[config.mk]
export PLATFORM = sky130hd
export DESIGN_NAME = fractional_subtract_unit
export DESIGN_NICKNAME = d
export VERILOG_FILES = /design/src/core/frac_sub_pkg.sv /design/src/core/half_sub_lane.sv /design/src/core/fractional_subtract_unit.sv
export SDC_FILE = /design/constraint.sdc
export NUM_CORES = 1
export LEC_CHECK = 0
export ABC_AREA = 0
export BUFFER_PORTS_ARGS = -buffer_cell sky130_fd_sc_hd__buf_2
export CAP_MARGIN = 20
export CELL_PAD_IN_SITES_DETAIL_PLACEMENT = 1
export CELL_PAD_IN_SITES_GLOBAL_PLACEMENT = 1
export CORE_UTILIZATION = 36
export CTS_CLUSTER_SIZE = 10
export DETAILED_ROUTE_END_ITERATION = 12
export PLACE_DENSITY = 0.82
export SLEW_MARGIN = 20
export SYNTH_ARGS = -nofsm -noshare
export SYNTH_HDL_FRONTEND = slang
export SYNTH_SLANG_ARGS = --single-unit
[constraint.sdc]
create_clock -name core_clk_in -period 6.4 [get_ports core_clk_in]
set_clock_uncertainty 0.15 [all_clocks]
set_input_delay 1.28 -clock core_clk_in [delete_from_list [all_inputs] [get_ports core_clk_in]]
set_output_delay 1.28 -clock core_clk_in [all_outputs]
set_load 0.1 [all_outputs]
[src/core/frac_sub_pkg.sv]
// shared constants for the fractional subtract datapath
package frac_sub_pkg;
   // ------------------------------------------------------------
   // instruction field positions
   // ------------------------------------------------------------
   localparam int MAJOR_HI = 31;
   localparam int MAJOR_LO = 26;
   localparam int SUBOP_HI = 10;
   localparam int SUBOP_LO = 6;
   localparam int FUNC_HI  = 5;
   localparam int FUNC_LO  = 0;
   // ------------------------------------------------------------
   // datapath widths
   // ------------------------------------------------------------
   localparam int LANE_W  = 16;
   localparam int N_LANES = 2;
   localparam int WORD_W  = 32;
   // ------------------------------------------------------------
   // encodings
   // ------------------------------------------------------------
   localparam logic [5:0] EXTENSION_MAJOR_OPCODE   = 6'h1f;
   localparam logic [5:0] ARITH_FUNCTION_GROUP     = 6'h10;
   localparam logic [5:0] HALVING_FUNCTION_GROUP   = 6'h18;
   localparam logic [4:0] SUBOP_HALF_PAIR_SUB      = 5'h0b;
   localparam logic [4:0] SUBOP_HALF_PAIR_SUB_SAT  = 5'h0f;
   localparam logic [4:0] SUBOP_WORD_SUB_SAT       = 5'h17;
   localparam logic [4:0] SUBOP_HALVING_HALF       = 5'h09;
   localparam logic [4:0] SUBOP_HALVING_HALF_ROUND = 5'h0b;
   localparam logic [4:0] SUBOP_HALVING_WORD       = 5'h11;
   localparam logic [4:0] SUBOP_HALVING_WORD_ROUND = 5'h13;
   // ------------------------------------------------------------
   // control register and saturation values
   // ------------------------------------------------------------
   localparam int          OUFLAG_SUB_BIT = 20;
   localparam logic [15:0] HALF_MAX       = 16'h7fff;
   localparam logic [15:0] HALF_MIN       = 16'h8000;
   localparam logic [31:0] WORD_MAX       = 32'h7fffffff;
   localparam logic [31:0] WORD_MIN       = 32'h80000000;
   typedef enum {
      OP_NONE, OP_HPS, OP_HPS_SAT, OP_WS_SAT, OP_HH, OP_HH_R, OP_HW, OP_HW_R
   } sub_op_e;
endpackage : frac_sub_pkg

[src/core/half_sub_lane.sv]
// one halfword lane: wrapped, saturated and halved differences
`timescale 1ns/1ps
module half_sub_lane
   import frac_sub_pkg::*;
(
   // operands
   input  wire logic [15:0] a_in,
   input  wire logic [15:0] b_in,
   // results
   output logic [15:0]      wrap_out,
   output logic [15:0]      sat_out,
   output logic [15:0]      half_out,
   output logic [15:0]      half_round_out,
   output logic             ovf_out
);
   logic [16:0] diff;
   logic [16:0] diff_r;
   assign diff           = {a_in[15], a_in} - {b_in[15], b_in};
   assign diff_r         = diff + 17'h00001;
   assign ovf_out        = diff[16] ^ diff[15];
   assign wrap_out       = diff[15:0];
   assign sat_out        = ovf_out ? (diff[16] ? HALF_MIN : HALF_MAX) : diff[15:0];
   assign half_out       = diff[16:1];
   assign half_round_out = diff_r[16:1];
endmodule : half_sub_lane

[src/core/fractional_subtract_unit.sv]
// fractional subtract execution datapath with overflow flag
// Functional notes
// - decode saturating word subtract encoding
// - signed saturating Q31 word subtract
// - clamp to max or min word
// - word saturation sets control flag bit
// - word result sign-extended to 64 bits
// - halving halfword: 17-bit signed differences
// - halving halfword takes bits 16 to 1
// - rounding halfword adds one before shift
// - halving word: 33-bit difference shifted
// - rounding word adds one before shift
// - halving ops leave control register untouched
// - decode halving subtract encodings
// - no value-dependent exceptions raised
// - halfword saturate clamps, plain form wraps
// - halfword pair overflow sets flag bit
// - halfword pair result layout, sign-extended
`timescale 1ns/1ps
module fractional_subtract_unit
   import frac_sub_pkg::*;
(
   // clock and reset
   input  wire logic        core_clk_in,
   input  wire logic        srst_in,
   // issue from pipeline
   input  wire logic        issue_valid_in,
   input  wire logic [31:0] instr_in,
   input  wire logic [63:0] first_source_in,
   input  wire logic [63:0] second_source_in,
   // control register write from software path
   input  wire logic        ctrl_wr_in,
   input  wire logic [31:0] ctrl_wdata_in,
   // results
   output logic             result_valid_out,
   output logic [63:0]      result_out,
   output logic [31:0]      sigproc_control_reg_out
);
   // ------------------------------------------------------------
   // decode
   // ------------------------------------------------------------
   function automatic sub_op_e decode_op(input logic [31:0] ins);
      sub_op_e op;
      op = OP_NONE;
      if (ins[MAJOR_HI:MAJOR_LO] == EXTENSION_MAJOR_OPCODE) begin
         if (ins[FUNC_HI:FUNC_LO] == ARITH_FUNCTION_GROUP) begin
            case (ins[SUBOP_HI:SUBOP_LO])
               SUBOP_HALF_PAIR_SUB:     op = OP_HPS;
               SUBOP_HALF_PAIR_SUB_SAT: op = OP_HPS_SAT;
               SUBOP_WORD_SUB_SAT:      op = OP_WS_SAT;
               default:                 op = OP_NONE;
            endcase
         end else if (ins[FUNC_HI:FUNC_LO] == HALVING_FUNCTION_GROUP) begin
            case (ins[SUBOP_HI:SUBOP_LO])
               SUBOP_HALVING_HALF:       op = OP_HH;
               SUBOP_HALVING_HALF_ROUND: op = OP_HH_R;
               SUBOP_HALVING_WORD:       op = OP_HW;
               SUBOP_HALVING_WORD_ROUND: op = OP_HW_R;
               default:                  op = OP_NONE;
            endcase
         end
      end
      return op;
   endfunction : decode_op

   // ------------------------------------------------------------
   // result shaping
   // ------------------------------------------------------------
   function automatic logic [63:0] sext32(input logic [31:0] v);
      return {{WORD_W{v[WORD_W-1]}}, v};
   endfunction : sext32

   // upper lane sign lands on bit 31, so it also fills the top word
   function automatic logic [63:0] pack_pair(input logic [15:0] hi, input logic [15:0] lo);
      return sext32({hi, lo});
   endfunction : pack_pair

   // only the non-halving forms may raise the overflow flag
   function automatic logic raises_flag(input sub_op_e o, input logic h_ovf, input logic w_ovf);
      logic r;
      r = 1'b0;
      case (o)
         OP_HPS:     r = h_ovf;
         OP_HPS_SAT: r = h_ovf;
         OP_WS_SAT:  r = w_ovf;
         default:    r = 1'b0;
      endcase
      return r;
   endfunction : raises_flag

   // ------------------------------------------------------------
   // lanes
   // ------------------------------------------------------------
   // lane 0 is the low halfword, lane 1 the upper one
   logic [15:0] wrap_l   [N_LANES];
   logic [15:0] sat_l    [N_LANES];
   logic [15:0] half_l   [N_LANES];
   logic [15:0] half_r_l [N_LANES];
   logic        ovf_l    [N_LANES];

   genvar gi;
   generate
      for (gi = 0; gi < N_LANES; gi++) begin : g_lane
         half_sub_lane u_lane (
            .a_in           (first_source_in[gi*LANE_W +: LANE_W]),
            .b_in           (second_source_in[gi*LANE_W +: LANE_W]),
            .wrap_out       (wrap_l[gi]),
            .sat_out        (sat_l[gi]),
            .half_out       (half_l[gi]),
            .half_round_out (half_r_l[gi]),
            .ovf_out        (ovf_l[gi])
         );
      end
   endgenerate

   // ------------------------------------------------------------
   // word path
   // ------------------------------------------------------------
   // 33 bits, so a signed overflow shows as bit 32 disagreeing with bit 31
   logic [32:0] wa_ext;
   logic [32:0] wb_ext;
   logic [32:0] wdiff;
   logic [32:0] wdiff_r;
   logic        wovf;
   logic [31:0] wsat;
   assign wa_ext  = {first_source_in[WORD_W-1], first_source_in[WORD_W-1:0]};
   assign wb_ext  = {second_source_in[WORD_W-1], second_source_in[WORD_W-1:0]};
   assign wdiff   = wa_ext - wb_ext;
   assign wdiff_r = wdiff + 33'h000000001;
   assign wovf    = wdiff[32] ^ wdiff[31];
   assign wsat    = wovf ? (wdiff[32] ? WORD_MIN : WORD_MAX) : wdiff[31:0];

   // ------------------------------------------------------------
   // decode and flag decision
   // ------------------------------------------------------------
   sub_op_e op;
   logic    any_half_ovf;
   logic    flag_set;
   assign op           = decode_op(instr_in);
   assign any_half_ovf = ovf_l[0] | ovf_l[1];
   assign flag_set     = issue_valid_in & raises_flag(op, any_half_ovf, wovf);

   // ------------------------------------------------------------
   // state
   // ------------------------------------------------------------
   typedef struct packed {
      logic        valid;
      logic [63:0] result;
      logic [31:0] ctrl;
   } state_s;

   state_s st_ff;
   state_s nxt_st;

   // ------------------------------------------------------------
   // next state
   // ------------------------------------------------------------
   always_comb begin
      nxt_st       = st_ff;
      nxt_st.valid = 1'b0;
      // software write first, so a same-cycle overflow still sets the flag
      if (ctrl_wr_in) begin
         nxt_st.ctrl = ctrl_wdata_in;
      end
      // overflow only reported via flag or clamp, never a trap
      if (issue_valid_in) begin
         nxt_st.valid = (op != OP_NONE);
         case (op)
            OP_HPS: begin
               nxt_st.result = pack_pair(wrap_l[1], wrap_l[0]);
            end
            OP_HPS_SAT: begin
               nxt_st.result = pack_pair(sat_l[1], sat_l[0]);
            end
            OP_WS_SAT: begin
               nxt_st.result = sext32(wsat);
            end
            OP_HH: begin
               nxt_st.result = pack_pair(half_l[1], half_l[0]);
            end
            OP_HH_R: begin
               nxt_st.result = pack_pair(half_r_l[1], half_r_l[0]);
            end
            OP_HW: begin
               nxt_st.result = sext32(wdiff[32:1]);
            end
            OP_HW_R: begin
               nxt_st.result = sext32(wdiff_r[32:1]);
            end
            // unrecognised words leave the last result standing
            default: begin
               nxt_st.result = st_ff.result;
            end
         endcase
      end
      // halving forms never reach the set, so their control word stands
      if (flag_set) begin
         nxt_st.ctrl[OUFLAG_SUB_BIT] = 1'b1;
      end
   end

   // ------------------------------------------------------------
   // registers
   // ------------------------------------------------------------
   // control word clears with the rest so no stale flag survives reset
   always_ff @(posedge core_clk_in) begin
      if (srst_in) begin
         st_ff.valid  <= 1'b0;
         st_ff.result <= '0;
         st_ff.ctrl   <= '0;
      end else begin
         st_ff <= nxt_st;
      end
   end

   // ------------------------------------------------------------
   // outputs
   // ------------------------------------------------------------
   assign result_valid_out        = st_ff.valid;
   assign result_out              = st_ff.result;
   assign sigproc_control_reg_out = st_ff.ctrl;
endmodule : fractional_subtract_unit

## Word-level counts from Yosys, hierarchy flattened

Cells that the tools add are included.

- Multiplexer cells: 15
- Equality and inequality tests: 16
- Reductions and logical operators: 6
- Bitwise logic cells: 6
- $add $sub $neg: 6

Operators with widths:

| cell | count |
|---|---|
| 64-bit one-hot mux with 7 select lines | 1 |
| 32-bit by 3-bit == test with 1-bit output (second input constant) | 4 |
| 32-bit 2-to-1 mux | 4 |
| 32-bit by 2-bit == test with 1-bit output (second input constant) | 2 |
| 16-bit 2-to-1 mux | 4 |
| 17-bit by 1-bit adder with 17-bit output (second input constant) | 2 |
| 16-bit by 16-bit subtractor with 17-bit output | 2 |
| 33-bit by 1-bit adder with 33-bit output (second input constant) | 1 |
| 32-bit by 32-bit subtractor with 33-bit output | 1 |
| 32-bit by 1-bit == test with 1-bit output (second input constant) | 1 |
| 32-bit nonzero test | 1 |
| 21-bit 2-to-1 mux | 1 |
| 6-bit by 5-bit == test with 1-bit output (second input constant) | 3 |
| 5-bit by 4-bit == test with 1-bit output (second input constant) | 3 |
| 5-bit == test (second input constant) | 3 |
| 3-bit one-hot mux with 4 select lines | 1 |
| 7-bit nonzero test | 1 |
| 2-bit one-hot mux with 3 select lines | 1 |
| 2-bit OR reduction | 2 |
| 3-bit 2-to-1 mux | 1 |
| 1-bit XOR | 3 |
| 1-bit one-hot mux with 2 select lines | 1 |
| 2-bit AND reduction | 1 |
| 2-bit nonzero test | 1 |
| 4 further kinds | 4 |

- Flip-flop bits (word level): 97
- Word-level logic and storage cells: 53
- Output and inout bits: 97

## Logic depth before layout (Yosys ltp)

- Depth in word-level cells: 10
- Gate-level depth with buffers: 15
- Gate-level depth less buffers: 14

## By module

A second synthesis with hierarchy kept.

- Cells, all modules: 1518
- Area, all modules: 11182.0 um2

Modules (own cells, without submodules):

| module | cells an instance | area each (um2) | sequential area each (um2) | times used |
|---|---|---|---|---|
| fractional_subtract_unit | 1058 | 7748.7 | 1301.2 | 1 |
| half_sub_lane | 230 | 1716.6 | 0.0 | 2 |

## Worst setup path before layout

No wires, ideal clock.

- Kind: input to register
- From: in first_source_in[0]
- To: reg st_ff (netlist bit result_out[16])
- Setup slack: 1405 ps
- Path buffers: 1
- Stages: 14
- Setup time: 122 ps
- Arrival: 4723 ps
- Path through: inv_1 -> ha_1 -> fa_1 -> nor2b_1 -> o31ai_1 -> a21oi_1 -> o211ai_1 -> or4b_1 -> buf_2 -> or4_4 -> or4_4 -> xor2_1 -> a211oi_1 -> o21ai_1

- Longest elaborated chain between the ends: 4
- Elaborated cells between the ends (all ways): 6

RTL lines:

| what | line | source |
|---|---|---|
| from (decl) | fractional_subtract_unit.sv:29 | `input wire logic [63:0] first_source_in,` |
| 32-bit by 32-bit subtractor with 33-bit output (*) | fractional_subtract_unit.sv:128 | `assign wdiff = wa_ext - wb_ext;` |
| branches (longest 2 deep; another with 33-bit by 1-bit adder with 33-bit output) | -- |  |
| 64-bit one-hot mux with 7 select lines (*) | fractional_subtract_unit.sv:168 | `case (op)` |
| to (signal assigned) | fractional_subtract_unit.sv:212 | `st_ff <= nxt_st;` |
| to (decl) | fractional_subtract_unit.sv:152 | `state_s st_ff;` |

Every way passes the cells marked *.
A chain may end at the register's enable or synchronous reset.

## Final worst setup path

- From: in first_source_in[0]
- To: reg st_ff (netlist bit result_out[30])

The elaborated chain is that of the path after synthesis.

==> results.md <==
- Crit-path cells: buf_2 > inv_1 > ha_1 > fa_1 > nor2b_1 > o31ai_1 > a21oi_1 > o211ai_1 > or4b_1 > or4_4 > nor4_1 > a41oi_1 > o21ai_0 > a21oi_1
- Starting Density: 0.372
- Core Footprint: 22900 sq um
- Seq/Total Area, Yosys: 0.153
- Leak: 4.40 nW
- Share of layout cells above drive strength 1: 0.211
- Chip height: 156 microns
- Hold Path Class: reg2reg
- Placer Congestion: 0.943
- Post-CTS Setup Bufs: 0
- Synth Area per Inst: 7.11 sq um
- Die area: 24300 sq um
- GRT Overall Usage: 0.292
- Clk buf depth: 2
- Kind of critical path: in2reg
- NetSw: 0.000843 W
- Antenna cells: 0
- Site Rows: 55
- Global-route wire length before repair: 55.0 mm
- Clock power share: 0.287
- Setup tns final: 0 ns
- Vias in the first global route: 9974
- Hold buffer count at cts: 0
- Pins Over Slew Limit: 0
- Yosys synthesis warning count: 0
- Internal: 0.00104 W
- Sw Share: 0.448
- Largest net degree at the start of global routing: 54
- Vias per inst: 6.15
- CTS tree: done
- Top FF cell, synth: dfxtp_1
- Crit path DAT: 5.47 ns
- Avg WL per Cell: 21.4 microns
- Final Hold Fails: 0
- Synth unique cells: 85
- Post-synth EDFFs: 0
- Die X: 156 microns
- Final setup viols: 0
- RSZ-0062 raised after global routing: false
- Fmax achieved: 185 MHz
- 1st-pass router iterations: 6
- Slew @ Worst Pin: 1.05 ns
- Tmin final: 5.41 ns
- Dpl ws: 0.728 ns
- Slew HR: 0.297
- CP max-delay cell: or4b_1
- IR drop worst, VDD: 0.102 mV
- PD cells: 190 nW/um^2
- Clock-pin slew on the worst setup and hold paths: 0.06 ns
- Setup crit start kind: primary input
- Status: completed
- Area growth syn-to-layout: 16.3%
- Post-CTS Resized: 0
- # clock sinks: 65
- Total global routing overflow: 0
- Detailed-route via count: 10300
- Cell chosen for the clock root: clkbuf_16
- IO Port Bufs: 213
- TritonCTS Buffers: 9
- Antenna violations before repair: 0
- Mapped cell area: 8520 sq um
- Req. time, crit path: 6.46 ns
- DR DRC count: 0
- CP max stage delay: 0.75 ns
- Synth Register Bits: 65
- Final period utilization: 0.845
- Hpwl dp: 28.9 mm
- Critical path capture point type: flip-flop
- Drt total wl: 35.9 mm
- Sequential Power Share: 0.225
- Routed Antenna Nets: 0
- Max cap viols: 0
- Syn_nets: 1432
- Final worst slack: 0.992 ns
- Htree depth: 3
- Clock Latency Late Sink: 0.34 ns
- Most used cell, CP: a21oi_1
- Critical-path maximum fanout: 6
- Nets: 1591
- Comb power frac: 0.488
- 1st-iter DRT viols: 678
- Synth async-reset ratio: 0
- I/O pin count: 293
- Mapped Cells: 1199
## cells in the mapped netlist (all sizes together) (10+ instances only)
master,number,area (sq um)
o21ai,79,395
nand4,27,169
or3,19,125
nor3,37,185
dfxtp,65,1300
o221ai,12,105
a2111oi,12,106
xor2,26,228
a311oi,10,87.6
nor2,113,427
a21oi,94,470
and2,16,101
ha,35,438
o211ai,19,143
a211oi,21,158
mux2i,39,390
clkbuf,43,231
and3,20,125
xnor2,45,394
nand3,41,205
a21o,16,120
nor4,23,159
nand2b,11,68.8
buf,49,350
o22ai,10,62.6
inv,46,173
nand2,111,417
## registers in the layout, indices dropped and copies added, names as in the netlist
signal / count
result_out: 32
sigproc_control_reg_out: 32
result_valid_out: 1
## layer usage
metal,wire (microns),GRT usage
met2,16200,0.483
met3,2830,0.0564
met4,1500,0.133
met1,15400,0.364
met5,0,0
## power by group through the flow
stage	clock (W)	combinational (W)	sequential, W
floorplan	0	0.000543	0.000517
global placement	0	0.000871	0.000431
detailed placement	0	0.000893	0.000431
CTS	0.000553	0.000897	0.000423
global route	0.000567	0.000983	0.000423
finish	0.000541	0.000918	0.000422
## placed cells by master (no fill, tap or decap), types with 12 or more instances in the layout
cell type / netlist / layout
buf_2: 4 / 213
nand2_1: 111 / 111
nor2_1: 112 / 111
a21oi_1: 94 / 94
o21ai_0: 75 / 74
dfxtp_1: 65 / 65
inv_1: 46 / 46
xnor2_1: 45 / 45
nand3_1: 41 / 41
mux2i_1: 39 / 39
nor3_1: 37 / 37
ha_1: 35 / 35
buf_4: 33 / 29
nand4_1: 27 / 27
xor2_1: 26 / 26
nor4_1: 22 / 22
a211oi_1: 21 / 21
and3_1: 20 / 20
o211ai_1: 19 / 19
a21o_1: 16 / 16
and2_1: 15 / 15
or3_1: 14 / 14
o221ai_1: 12 / 12
## metrics by stage
stage	cells	hold WS [ns]	area (sq um)	total power, W	util
floorplan	1199	0.719	8520	0.00106	-
global placement	1660	0.273	9600	0.00130	0.419
detailed placement	1660	0.275	9600	0.00132	0.419
CTS	1676	0.285	9910	0.00187	0.432
global route	1676	0.294	9910	0.00197	0.432
finish	1676	0.284	9910	0.00188	0.432
## logic make-up after synthesis
kind of cell             count (synthesis)  synth area share
AO/OA/AOI/OAI                          378             0.300
XOR/XNOR                                71            0.0730
adder cells (fa/ha/maj)                 39            0.0584
buffers and inverters                  140            0.0907
flip-flops                              65             0.153
multiplexers                            40            0.0471
AND/OR/NAND/NOR                        466             0.278
## critical path, delay by kind of cell
kind                     cells  cell delay, ns
AO/OA/AOI/OAI                6            1.28
adder cells (fa/ha/maj)      2            0.65
buffers and inverters        2            0.11
AND/OR/NAND/NOR              4            2.14
## final timing paths
| path | depth (start not counted) | slack [ns] | end | startpoint |
|---|---|---|---|---|
| min | 2 | 0.28 | result_out[0]$_SDFFE_PP0P_ | result_out[0]$_SDFFE_PP0P_ |
| max reg2reg | 5 | 4.47 | result_out[62]$_SDFFE_PP0P_ | result_out[62]$_SDFFE_PP0P_ |
| max | 14 | 0.99 | result_out[30]$_SDFFE_PP0P_ | first_source_in[0] |
| min reg2reg | 2 | 0.28 | result_out[0]$_SDFFE_PP0P_ | result_out[0]$_SDFFE_PP0P_ |
## cell type report
cell class	count	area, sq um
fill	3009	13000
clock inverter	6	82.6
multi-input combinational	994	6450
sequential	65	1300
inverter	46	173
timing repair buffer	242	1280
tap	313	392
clock buffer	10	229
No activity file was read; power rests on OpenSTA's default activity.
